[src/shared/ucr_cfg.svh]
`ifndef UCR_CFG_SVH
`define UCR_CFG_SVH
// register byte offsets
`define UCR_OFF_IER 8'h00
`define UCR_OFF_FCR 8'h04
`define UCR_OFF_LCR 8'h08
`define UCR_OFF_IIR 8'h0c
// field positions
`define UCR_IER_SRST 7
`define UCR_IER_TXEN 6
`define UCR_IER_RTSEN 5
`define UCR_IER_DTREN 4
`define UCR_IER_MDM 3
`define UCR_IER_LINE 2
`define UCR_IER_THR 1
`define UCR_IER_RX 0
`define UCR_FCR_TXCLR 2
`define UCR_FCR_RXCLR 1
`define UCR_FCR_EN 0
`define UCR_LCR_BRK 6
`define UCR_LCR_PEN 3
`define UCR_LCR_STOP 2
// reset values
`define UCR_RST_IER 7'h00
`define UCR_RST_FCR 3'h0
`define UCR_RST_LCR 8'h00
// interrupt source codes, iir[3:0]
`define UCR_ID_NONE 4'h1
`define UCR_ID_ADDR 4'he
`define UCR_ID_LINE 4'h6
`define UCR_ID_RX 4'h4
`define UCR_ID_TO 4'hc
`define UCR_ID_THR 4'h2
`define UCR_ID_MDM 4'h0
// idle character times before receive timeout
`define UCR_TO_CHARS 3'h4
`define UCR_RESP_OK 2'h0
`define UCR_RESP_ERR 2'h2
`endif

[src/shared/ucr_pkg.sv]
`default_nettype none
package ucr_pkg;
    typedef enum logic [0:0] {UCR_W_IDLE = 1'b0, UCR_W_RESP = 1'b1} ucr_wr_st_t;
    typedef enum logic [0:0] {UCR_R_IDLE = 1'b0, UCR_R_DATA = 1'b1} ucr_rd_st_t;
endpackage
`default_nettype wire

[src/rtl/ucr_top.sv]
// How it works
// - ier bit 7 write resets the port, self-clears, reads zero
// - ier bits 6..4 gate tx, rts, dtr pins; rts/dtr port zero only
// - ier bits 3..0 enable modem, line, tx-empty, rx-data interrupts
// - fcr [7:6] picks receive trigger 1, 2, 4 or 7 bytes
// - fcr bit 2 flushes transmit queue, shift register kept, self-clears
// - fcr bit 1 flushes receive queue, shift register kept, self-clears
// - fcr bit 0 enables 8-byte queues, else single byte mode
// - lcr bit 7 is plain storage with no effect
// - lcr bit 6 forces break on transmit line
// - lcr [5:4] parity type: odd, even, mark, space
// - lcr bit 3 enables parity generate and check
// - lcr bit 2 selects one or two stop bits
// - lcr [1:0] sets five to eight data bits
// - iir [7:6] read 11 with queues enabled, else 00
// - iir bit 0 high when nothing pending; [3:0] give source code
// - port zero address match is top priority, cleared by iir read or multidrop off
// - line errors raise priority 1, cleared by line status read
// - trigger reached raises priority 2, cleared by buffer reads
// - over 4 idle character times with data raises timeout, cleared by buffer read
// - tx-empty priority 3 on empty or enable rising; iir read or hold write clear
// - port zero modem change flag raises priority 4, cleared by status read
`timescale 1ns/1ps
`default_nettype none
`include "ucr_cfg.svh"
module ucr_top
    import ucr_pkg::*;
#(
    parameter bit IS_PORT0 = 1'b1
)(
    // clock and reset
    input  wire logic       aclk,
    input  wire logic       aresetn,
    // axi4-lite slave
    input  wire logic [7:0] awaddr,
    input  wire logic       awvalid,
    output logic            awready,
    input  wire logic [31:0] wdata,
    input  wire logic [3:0] wstrb,
    input  wire logic       wvalid,
    output logic            wready,
    output logic [1:0]      bresp,
    output logic            bvalid,
    input  wire logic       bready,
    input  wire logic [7:0] araddr,
    input  wire logic       arvalid,
    output logic            arready,
    output logic [31:0]     rdata,
    output logic [1:0]      rresp,
    output logic            rvalid,
    input  wire logic       rready,
    // status from the rest of the port
    input  wire logic [3:0] rx_count,
    input  wire logic       rx_char_done,
    input  wire logic       char_time_tick,
    input  wire logic       line_err_evt,
    input  wire logic       line_status_read,
    input  wire logic       rx_buffer_read,
    input  wire logic       tx_hold_empty,
    input  wire logic       tx_hold_write,
    input  wire logic [3:0] modem_change_flags,
    input  wire logic       addr_match_evt,
    input  wire logic       multidrop_enable,
    input  wire logic       flow_ctl_enable,
    // controls to the rest of the port
    output logic            soft_reset,
    output logic            tx_pin_out_enable,
    output logic            req_send_pin_out_enable,
    output logic            terminal_ready_pin_out_enable,
    output logic            queue_enable,
    output logic [1:0]      rx_trigger_level,
    output logic            tx_queue_flush,
    output logic            rx_queue_flush,
    output logic            general_purpose_bit,
    output logic            force_break,
    output logic [1:0]      parity_type,
    output logic            parity_enable,
    output logic            stop_bit_count,
    output logic [1:0]      char_length,
    output logic            rx_trigger_hit,
    output logic            rts_flow_block,
    output logic            irq_pending
);
    // ------------------------------------------------------------
    // helpers
    // ------------------------------------------------------------
    function automatic logic [3:0] trig_bytes(input logic en, input logic [1:0] sel);
        logic [3:0] n;
        n = 4'h1;
        if (en)
        begin
            unique case (sel)
                2'h0: n = 4'h1;
                2'h1: n = 4'h2;
                2'h2: n = 4'h4;
                2'h3: n = 4'h7;
            endcase
        end
        return n;
    endfunction
    function automatic logic mapped(input logic [7:0] a);
        return a == `UCR_OFF_IER || a == `UCR_OFF_FCR || a == `UCR_OFF_LCR || a == `UCR_OFF_IIR;
    endfunction
    // ------------------------------------------------------------
    // bus slave
    // ------------------------------------------------------------
    ucr_wr_st_t wr_st;
    ucr_rd_st_t rd_st;
    logic       aw_held;
    logic       w_held;
    logic [7:0] awaddr_q;
    logic [7:0] wdata_q;
    logic       wlane_q;
    logic [6:0] ier;
    logic [2:0] fcr;
    logic [7:0] lcr;
    logic [7:0] iir_val;
    logic [3:0] cur_code;
    assign awready = wr_st == UCR_W_IDLE && !aw_held;
    assign wready  = wr_st == UCR_W_IDLE && !w_held;
    assign arready = rd_st == UCR_R_IDLE;
    wire do_wr  = wr_st == UCR_W_IDLE && aw_held && w_held;
    wire wr_en  = do_wr && wlane_q;
    wire wr_ier = wr_en && awaddr_q == `UCR_OFF_IER;
    wire wr_fcr = wr_en && awaddr_q == `UCR_OFF_FCR;
    wire wr_lcr = wr_en && awaddr_q == `UCR_OFF_LCR;
    wire rd_go  = arvalid && arready;
    wire rd_iir = rd_go && araddr == `UCR_OFF_IIR;
    // write-only bits read back as zero
    wire [7:0] next_rdata8 =
        araddr == `UCR_OFF_IER ? {1'b0, ier} :
        araddr == `UCR_OFF_FCR ? {fcr[2:1], 5'h00, fcr[0]} :
        araddr == `UCR_OFF_LCR ? lcr :
        araddr == `UCR_OFF_IIR ? iir_val : 8'h00;
    always_ff @(posedge aclk)
    begin
        if (!aresetn)
        begin
            wr_st    <= UCR_W_IDLE;
            aw_held  <= 1'b0;
            w_held   <= 1'b0;
            awaddr_q <= 8'h00;
            wdata_q  <= 8'h00;
            wlane_q  <= 1'b0;
            bvalid   <= 1'b0;
            bresp    <= `UCR_RESP_OK;
        end
        else
        begin
            if (awvalid && awready)
            begin
                aw_held  <= 1'b1;
                awaddr_q <= awaddr;
            end
            if (wvalid && wready)
            begin
                w_held  <= 1'b1;
                wdata_q <= wdata[7:0];
                wlane_q <= wstrb[0];
            end
            if (do_wr)
            begin
                wr_st   <= UCR_W_RESP;
                aw_held <= 1'b0;
                w_held  <= 1'b0;
                bvalid  <= 1'b1;
                bresp   <= mapped(awaddr_q) ? `UCR_RESP_OK : `UCR_RESP_ERR;
            end
            else if (bvalid && bready)
            begin
                wr_st  <= UCR_W_IDLE;
                bvalid <= 1'b0;
            end
        end
    end
    always_ff @(posedge aclk)
    begin
        if (!aresetn)
        begin
            rd_st  <= UCR_R_IDLE;
            rvalid <= 1'b0;
            rdata  <= 32'h0000_0000;
            rresp  <= `UCR_RESP_OK;
        end
        else if (rd_go)
        begin
            rd_st  <= UCR_R_DATA;
            rvalid <= 1'b1;
            rdata  <= {24'h00_0000, next_rdata8};
            rresp  <= mapped(araddr) ? `UCR_RESP_OK : `UCR_RESP_ERR;
        end
        else if (rvalid && rready)
        begin
            rd_st  <= UCR_R_IDLE;
            rvalid <= 1'b0;
        end
    end
    // ------------------------------------------------------------
    // control registers
    // ------------------------------------------------------------
    // soft reset returns every control register here to its reset value
    wire srst = wr_ier && wdata_q[`UCR_IER_SRST];
    wire [6:0] ier_wmask = IS_PORT0 ? 7'h7f : 7'h47;
    wire thr_en_rise = wr_ier && wdata_q[`UCR_IER_THR] && !ier[`UCR_IER_THR];
    always_ff @(posedge aclk)
    begin
        if (!aresetn || srst)
        begin
            ier            <= `UCR_RST_IER;
            fcr            <= `UCR_RST_FCR;
            lcr            <= `UCR_RST_LCR;
            tx_queue_flush <= 1'b0;
            rx_queue_flush <= 1'b0;
        end
        else
        begin
            if (wr_ier)
                ier <= wdata_q[6:0] & ier_wmask;
            if (wr_fcr)
                fcr <= {wdata_q[7:6], wdata_q[`UCR_FCR_EN]};
            if (wr_lcr)
                lcr <= wdata_q;
            // flush strobes last one cycle, nothing stored
            tx_queue_flush <= wr_fcr && wdata_q[`UCR_FCR_TXCLR];
            rx_queue_flush <= wr_fcr && wdata_q[`UCR_FCR_RXCLR];
        end
    end
    always_ff @(posedge aclk)
    begin
        if (!aresetn)
            soft_reset <= 1'b0;
        else
            soft_reset <= srst;
    end
    assign tx_pin_out_enable             = ier[`UCR_IER_TXEN];
    assign req_send_pin_out_enable       = ier[`UCR_IER_RTSEN];
    assign terminal_ready_pin_out_enable = ier[`UCR_IER_DTREN];
    assign queue_enable     = fcr[0];
    assign rx_trigger_level = fcr[2:1];
    assign general_purpose_bit = lcr[7];
    assign force_break    = lcr[`UCR_LCR_BRK];
    assign parity_type    = lcr[5:4];
    assign parity_enable  = lcr[`UCR_LCR_PEN];
    assign stop_bit_count = lcr[`UCR_LCR_STOP];
    assign char_length    = lcr[1:0];
    // ------------------------------------------------------------
    // interrupt sources
    // ------------------------------------------------------------
    logic       addr_flag;
    logic       line_flag;
    logic       to_flag;
    logic       thr_flag;
    logic       empty_q;
    logic       rts_open;
    logic [2:0] to_cnt;
    // legacy mode behaves as a one byte trigger
    wire [3:0] trig_n = trig_bytes(fcr[0], fcr[2:1]);
    assign rx_trigger_hit = rx_count >= trig_n;
    wire to_hit  = char_time_tick && to_cnt == `UCR_TO_CHARS && !rx_char_done;
    wire to_hold = rx_count == 4'h0 || rx_char_done || rx_buffer_read;
    wire thr_set = (tx_hold_empty && !empty_q) || thr_en_rise;
    wire clr_addr = (rd_iir && cur_code == `UCR_ID_ADDR) || !multidrop_enable;
    wire clr_thr  = (rd_iir && cur_code == `UCR_ID_THR) || tx_hold_write;
    // a new event in the clearing cycle wins over the clear
    always_ff @(posedge aclk)
    begin
        if (!aresetn || srst)
        begin
            addr_flag <= 1'b0;
            line_flag <= 1'b0;
            to_flag   <= 1'b0;
            thr_flag  <= 1'b0;
            empty_q   <= 1'b0;
            to_cnt    <= 3'h0;
            rts_open  <= 1'b1;
        end
        else
        begin
            empty_q <= tx_hold_empty;
            if (IS_PORT0 && addr_match_evt && multidrop_enable)
                addr_flag <= 1'b1;
            else if (clr_addr)
                addr_flag <= 1'b0;
            if (line_err_evt)
                line_flag <= 1'b1;
            else if (line_status_read)
                line_flag <= 1'b0;
            if (rx_count != 4'h0 && to_hit)
                to_flag <= 1'b1;
            else if (rx_buffer_read)
                to_flag <= 1'b0;
            if (thr_set)
                thr_flag <= 1'b1;
            else if (clr_thr)
                thr_flag <= 1'b0;
            if (to_hold)
                to_cnt <= 3'h0;
            else if (char_time_tick && to_cnt != 3'h7)
                to_cnt <= to_cnt + 3'h1;
            // rts reopens only once the receive queue has drained
            if (rx_trigger_hit)
                rts_open <= 1'b0;
            else if (rx_count == 4'h0)
                rts_open <= 1'b1;
        end
    end
    assign rts_flow_block = flow_ctl_enable && !rts_open;
    wire p_addr = addr_flag;
    wire p_line = ier[`UCR_IER_LINE] && line_flag;
    wire p_rx   = ier[`UCR_IER_RX] && rx_trigger_hit;
    wire p_to   = ier[`UCR_IER_RX] && to_flag;
    wire p_thr  = ier[`UCR_IER_THR] && thr_flag;
    wire p_mdm  = IS_PORT0 && ier[`UCR_IER_MDM] && (|modem_change_flags);
    assign cur_code = p_addr ? `UCR_ID_ADDR :
                      p_line ? `UCR_ID_LINE :
                      p_rx   ? `UCR_ID_RX :
                      p_to   ? `UCR_ID_TO :
                      p_thr  ? `UCR_ID_THR :
                      p_mdm  ? `UCR_ID_MDM : `UCR_ID_NONE;
    assign iir_val = {{2{fcr[0]}}, 2'h0, cur_code};
    assign irq_pending = !cur_code[0];
    // ------------------------------------------------------------
    // checks
    // ------------------------------------------------------------
    property p_srst;
        @(posedge aclk) disable iff (!aresetn)
        srst |=> ier == 7'h00 && fcr == 3'h0 && soft_reset ##1 !soft_reset;
    endproperty
    a_srst: assert property (p_srst) else $error("soft reset did not clear");
    property p_pins;
        @(posedge aclk) disable iff (!aresetn)
        !IS_PORT0 |-> !req_send_pin_out_enable && !terminal_ready_pin_out_enable && !p_mdm;
    endproperty
    a_pins: assert property (p_pins) else $error("port-zero-only bit set");
    property p_trig7;
        @(posedge aclk) disable iff (!aresetn)
        fcr == 3'h7 |-> rx_trigger_hit == (rx_count >= 4'h7);
    endproperty
    a_trig7: assert property (p_trig7) else $error("seven byte trigger wrong");
    property p_rts;
        @(posedge aclk) disable iff (!aresetn || srst)
        flow_ctl_enable && rx_trigger_hit ##1 flow_ctl_enable |-> rts_flow_block;
    endproperty
    a_rts: assert property (p_rts) else $error("rts not dropped at trigger");
    property p_txflush;
        @(posedge aclk) disable iff (!aresetn)
        wr_fcr && wdata_q[2] && !srst |=> tx_queue_flush ##1 !tx_queue_flush;
    endproperty
    a_txflush: assert property (p_txflush) else $error("tx flush not one pulse");
    property p_brk;
        @(posedge aclk) disable iff (!aresetn)
        wr_lcr |=> force_break == $past(wdata_q[6]) && parity_enable == $past(wdata_q[3]);
    endproperty
    a_brk: assert property (p_brk) else $error("line format not loaded");
    property p_fifo_id;
        @(posedge aclk) disable iff (!aresetn)
        rd_iir |=> rdata[7:6] == {2{$past(fcr[0])}} && rdata[0] == !$past(irq_pending);
    endproperty
    a_fifo_id: assert property (p_fifo_id) else $error("iir read value wrong");
    property p_line_prio;
        @(posedge aclk) disable iff (!aresetn || srst)
        line_err_evt && ier[2] && !p_addr ##1 !addr_flag && ier[2] |-> cur_code == 4'h6;
    endproperty
    a_line_prio: assert property (p_line_prio) else $error("line status not reported");
    property p_rx_prio;
        @(posedge aclk) disable iff (!aresetn)
        p_rx && !p_addr && !p_line |-> cur_code == 4'h4;
    endproperty
    a_rx_prio: assert property (p_rx_prio) else $error("rx data not reported");
    property p_timeout;
        @(posedge aclk) disable iff (!aresetn || srst)
        to_cnt == 3'h4 && char_time_tick && !to_hold |=> to_flag;
    endproperty
    a_timeout: assert property (p_timeout) else $error("timeout missed");
    property p_thr_clr;
        @(posedge aclk) disable iff (!aresetn)
        tx_hold_write && !thr_set |=> !thr_flag;
    endproperty
    a_thr_clr: assert property (p_thr_clr) else $error("tx empty not cleared");
    property p_bhold;
        @(posedge aclk) disable iff (!aresetn)
        bvalid && !bready |=> bvalid && $stable(bresp);
    endproperty
    a_bhold: assert property (p_bhold) else $error("write response dropped");
    c_write: cover property (@(posedge aclk) disable iff (!aresetn) wr_lcr);
    c_iir: cover property (@(posedge aclk) disable iff (!aresetn) rd_iir && irq_pending);
    c_to: cover property (@(posedge aclk) disable iff (!aresetn) p_to);
    c_srst: cover property (@(posedge aclk) disable iff (!aresetn) srst);
endmodule // ucr_top
`default_nettype wire

[config.mk]
export PLATFORM = sky130hd
export DESIGN_NAME = ucr_top
export DESIGN_NICKNAME = d
export VERILOG_FILES = /design/src/shared/ucr_pkg.sv /design/src/rtl/ucr_top.sv
export VERILOG_INCLUDE_DIRS = /design/src /design/src/shared
export SDC_FILE = /design/constraint.sdc
export NUM_CORES = 1
export LEC_CHECK = 0
export CORE_AREA = 4 4 105 107
export CTS_CLUSTER_SIZE = 28
export DETAILED_ROUTE_END_ITERATION = 6
export DIE_AREA = 0 0 109 111
export DONT_BUFFER_PORTS = 1
export MAX_ROUTING_LAYER = met4
export PLACE_DENSITY = 0.45
export SLEW_MARGIN = 20
export SYNTH_ARGS = -nofsm -noshare
export SYNTH_HDL_FRONTEND = slang
export SYNTH_SLANG_ARGS = --single-unit
[constraint.sdc]
create_clock -name aclk -period 2.3 [get_ports aclk]
set_input_delay 0.23 -clock aclk [delete_from_list [all_inputs] [get_ports aclk]]
set_output_delay 0.23 -clock aclk [all_outputs]
set_load 0.1 [all_outputs]
== Word level (Yosys, flattened, before mapping) ==
Index checks and enable logic that the tools add are counted.
Storage, ports and cells
  word-level logic and storage cells: 138
  output and inout bits: 61
  register bits after elaboration: 63
  bits of input ports: 77
Operators by class
  $add $sub $neg: 1
  muxes and demuxes: 28
  $lt $le $gt $ge: 1
  reductions and logical operators: 69
  bitwise operators: 3
  equal/unequal tests: 13
Operators by type and width (number)
  $logic_and 1x1->1: 33
  $eq 8x4->1 const B: 4
  $mux 8: 4
  $mux 4: 5
  $eq 8x3->1 const B: 2
  $logic_not 8->1: 2
  $pmux 4 s4: 1
  $mux 1: 15
  $reduce_bool 2->1: 7
  $logic_or 1x1->1: 12
  $logic_not 1->1: 9
  $mux 2: 3
  $eq 2x2->1 const B: 2
  $eq 4x2->1 const B: 1
  $eq 4x4->1 const B: 1
  $ge 4x4->1: 1
  $logic_not 4->1: 1
  $reduce_bool 4->1: 1
  $reduce_or 2->1: 2
  $reduce_or 4->1: 1
  $add 3x1->3 const B: 1
  $eq 3x3->1 const B: 1
  $ne 3x3->1 const B: 1
  $not 1->1: 3
  2 further kinds: 2

== Depth between registers and ports, before layout ==
  depth in word-level cells: 13
  gate-level depth with buffers: 10
  mapped depth without buffers: 10

== Least setup slack after synthesis ==
No wires, ideal clock.
  kind: register -> register
  start point: register fcr[1]
  end point: register rts_open
  required time: 2059 ps
  library setup time: 241 ps
  clock period less this slack: 4609 ps
  stages on the path, launching flop included: 9
  path buffers: 0
  path slack: -2309 ps
  arrival time: 4367 ps
  path through: dfxtp_1 inv_1 ha_1 inv_1 o211ai_1 ha_1 nand2_1 o21ai_0 o21ai_0
Between the ends
  longest elaborated chain between the ends: 5
  elaborated cells between the ends (all ways): 9
  those cells by class: order compare: 1; eq/ne: 3; mux: 3; reduce/logical: 2
RTL lines
  start, declared: line ucr_top.sv:115  | logic [2:0] fcr;
  start signal, assigned: line ucr_top.sv:210  | fcr <= `UCR_RST_FCR;
  start signal, assigned: line ucr_top.sv:220  | fcr <= {wdata_q[7:6], wdata_q[`UCR_FCR_EN]};
  $eq 2x2->1 (tied with other cells): line ucr_top.sv:92  | unique case (sel)
  $pmux 4 s4 (*): line ucr_top.sv:92
  $mux 4 (*): line ucr_top.sv:90  | if (en)
  $ge 4x4->1 (*): line ucr_top.sv:258  | assign rx_trigger_hit = rx_count >= trig_n;
  via rx_trigger_hit: line ucr_top.sv:80  | output logic rx_trigger_hit,
  $mux 1 or $reduce_bool 2->1 (tied branches)
  end signal, assigned: line ucr_top.sv:275  | rts_open <= 1'b1;
  end signal, assigned: line ucr_top.sv:302  | rts_open <= 1'b0;
  end signal, assigned: line ucr_top.sv:304  | rts_open <= 1'b1;
  end, declared: line ucr_top.sv:254  | logic rts_open;
Mark *: on every way through the listed nets, which the timed path passes. The rest lies on a longest branch. The select of a mux whose other input is x is not followed.
A chain may end at the register's enable or synchronous reset.

== Final worst setup path ==
  start point: register fcr[1]
  end point: output irq_pending
Between the ends
  longest elaborated chain between the ends: 9
  elaborated cells between the ends (all ways): 12
  those cells by class: order compare: 1; eq/ne: 3; mux: 5; reduce/logical: 3
RTL lines
  $eq 2x2->1 (tied with other cells): line ucr_top.sv:92
  $pmux 4 s4 (*): line ucr_top.sv:92
  $mux 4 (*): line ucr_top.sv:90
  $ge 4x4->1 (*): line ucr_top.sv:258
  $logic_and 1x1->1 (*): line ucr_top.sv:310  | wire p_rx = ier[`UCR_IER_RX] && rx_trigger_hit;
  $mux 4 (no source line) (*) (3 in series)
  $logic_not 1->1 (*): line ucr_top.sv:321  | assign irq_pending = !cur_code[0];
  end, declared: line ucr_top.sv:82  | output logic irq_pending
Every way passes the cells marked *; elsewhere a longest branch is shown, timed or not. The select of a mux whose other input is x is not followed.

==> results.ini <==
[run_status]
status=finished, violations left
violations=negative setup slack

[clock_network]
clkLatencyLatePin_ns=0.34
clockRootBuffer=clkbuf_8
htree_levels=3
cts_tree=built
clockBufferDepth=2
numCtsBuffers=9
cts_sinks=61
path_clk_slew_ns=0.07

[critical_path]
worstPathMaxFanout=4
r2r_cells=11
r2r-start=fcr[2]
worstPathCellList=inv_4 > ha_4 > o21ai_2 > ha_4 > a211oi_4 > o211ai_1 > a21oi_2 > nand2_4
cp_top_family=compound AO/OA/AOI/OAI gates
r2r_slack_ns=0.21
cp-end-kind=primary output
crit_required_ns=2.07
crit_cells=8
critPathBufInv=1
slowest_delay_ns=0.39
crit_end=irq_pending
path_class=reg2out
start_kind=register
cp_common_cell=ha_4
worst_path_max_delay_cell=dfxtp_4
reg2reg_to=thr_flag
arrival_ns=2.16
setup.worst_path.start=fcr[1]

[sta]
hold_viol_final=0
fmax_mhz=418
final_critical_path_setup_slack_ns=-0.0910
setup_violations=1
layout_min_cycle_time_ns=2.39
maxSlewViolCount=0
worst_pin_slew_ns=0.866
rsz0062_at_grt=yes
tns_ns=-0.0910
fin_skew_ns=0.0122
slew_headroom=0.421
fin_crit_sh=1.04

[route]
drcViolationCount=0
dr.pass1.iters=4
vias_per_cell=4.45
routed_wl_um=7690
wl_per_cell_um=15.3
drt_iter0_markers=87
num_vias=2237
postRouteAntennaNets=0

[place]
io_buffers=0
dp_hpwl_um=5820
gp_congestion=0.763
dpl_cell_area_mm2=0.00331

[logic_synthesis]
synth_area_leader_cell=dfxtp_1
synthDistinctLibCells=44
synth.area.top_cells=dfxtp_1 (41%), mux2i_1 (12%), nor2_1 (6.7%)
synth_seq_area_share=0.414
ys_ff_latch=61
avgSynthCellArea_um2=9.18
yosysWarningCount=0
syn_area_mm2=0.00295
synthCells=321
synth_top_area_frac=0.414

[floorplanning]
dieArea_mm2=0.0121
row_count=37
die_w_um=109
num_io_pins=138
start_util=0.291
fp.coreArea_mm2=0.0101
die_y_um=111

[final_layout]
drive_above_1_share=0.256
postLayoutCellArea_mm2=0.00368
antennaDiodeCount=0
nets=450
post-route-util=0.363
syn2layout_area_growth_pct=25.0

[global_route]
antenna_found_initial=0
grt_pass1_vias=2275
grt_usage=0.134
grt_max_degree=29
grt_pass1_wl_um=11900
grt-ovfl-total=0

[power_and_ir_drop]
ir_drop_mv=0.348
power_uw=2830
cellPowerDensity_mw_per_mm2=769
p_leak_uw=0.00156

[job]
max-cap-violations=0

[hold_path]
hold_class=in2reg

## per-stage QoR
stage / setup WS [ns] / std cells / hold WS, ns
2_1_floorplan: -0.0382 / 346 / 0.323
3_3_place_gp: 0.152 / 484 / 0.324
3_5_place_dp: 0.148 / 484 / 0.334
4_1_cts: -0.162 / 503 / 0.00834
5_1_grt: -0.226 / 503 / 0.0239
6_report: -0.0910 / 503 / 0.0271
## cell families after synthesis
kind of cell,count (synthesis),synth area share
AO/OA/AOI/OAI,45,0.0900
XOR/XNOR,1,0.00297
adder cells (fa/ha/maj),10,0.0424
buffers and inverters,51,0.110
flip-flops,61,0.414
multiplexers,41,0.146
other,1,0.00127
AND/OR/NAND/NOR,111,0.194
## cells in the mapped netlist (all sizes together)
| master | count |
|---|---|
| nor3 | 4 |
| xnor2 | 1 |
| conb | 1 |
| o211ai | 2 |
| and2 | 2 |
| mux2i | 35 |
| ha | 10 |
| and3 | 1 |
| and3b | 1 |
| a31oi | 3 |
| buf | 35 |
| a211oi | 3 |
| a21boi | 1 |
| nor2b | 5 |
| o211a | 1 |
| and2b | 1 |
| or3b | 2 |
| inv | 13 |
| nand3b | 2 |
| nand4 | 3 |
| a21o | 1 |
| a21oi | 18 |
| a41o | 1 |
| nand2b | 5 |
| and4 | 1 |
| o41ai | 1 |
| dfxtp | 61 |
| mux4 | 1 |
| o21ai | 12 |
| o22ai | 1 |
| nor3b | 2 |
| mux2 | 5 |
| nor2 | 53 |
| nand2 | 18 |
| nand3 | 6 |
| nor4 | 4 |
| a2bb2oi | 1 |
| or4 | 1 |
| clkbuf | 3 |
## power breakdown
part / internal, uW / switching, uW / leakage (uW)
logic: 104 / 405 / 0.000939
registers: 1090 / 32.4 / 0.000500
clock network: 772 / 427 / 0.000125
## layer usage
layer  track usage  wire, um  up-vias
met2         0.201      3640       71
met1         0.157      3230     1027
met3        0.0664       721        8
li1              -         -     1131
met4        0.0412        86        0
met5             -         0        -
## registers in the layout, summed over array words and instances, names as in the netlist, 3 cells and up
signal    flops
awaddr_q      8
lcr           8
rdata         8
wdata_q       8
ier           7
fcr           3
to_cnt        3
## cells in the final DEF, fill, tap and decap left out, types with 3 or more instances in the layout
cell / count
a31oi_1: 3
conb_1: 26
nand2b_1: 5
mux2_2: 5
buf_4: 40
a21oi_1: 17
nor2_1: 51
mux2i_1: 35
o21ai_0: 9
ha_1: 4
clkbuf_8: 11
bufinv_16: 3
nand4_1: 3
dlygate4sd3_1: 3
nor4_4: 3
nor3_1: 4
inv_1: 9
nand2_1: 15
dfxtp_1: 57
ha_4: 5
nand3_1: 6
nor2b_1: 3
## timing repair
item / 4_1_cts / 5_1_grt
setup endpoints to repair: 1 / 2
resized for setup: 6 / 12
hold buffers: 3 / 0
endpoints found under the hold margin: 3 / 0
setup buffers: 1 / 0
gates cloned: 0 / 0
pin swaps: 7 / 7
## worst reg2reg max path, stage by stage, from the launching register on
cell and delay [ns]:
dfxtp_4 0.40, inv_4 0.05, ha_4 0.15, inv_2 0.03
o211ai_1 0.08, ha_2 0.35, nand2_4 0.06, o211ai_1 0.27
a21oi_2 0.13, buf_4 0.16, a41o_1 0.20, a31oi_1 0.11
## how the worst min path moves through the flow
stage	from	end	slack, ns	cells past startpoint
after floorplan	rready	rd_st	0.32	1
after global placement	rready	rd_st	0.32	1
after detailed placement	rready	rd_st	0.33	1
after CTS	line_err_evt	line_flag	0.008	2
after global routing	line_err_evt	line_flag	0.02	2
final	line_err_evt	line_flag	0.03	2
## layout make-up
type,instances,area (um2)
clock inverter,4,95.1
multi-input combinational,234,1630
timing repair buffer,44,350
inverter,13,53.8
clock buffer,11,151
tap,136,170
sequential,61,1230
fill,1060,6450
Note: power is estimated with default switching activity, not from simulation.
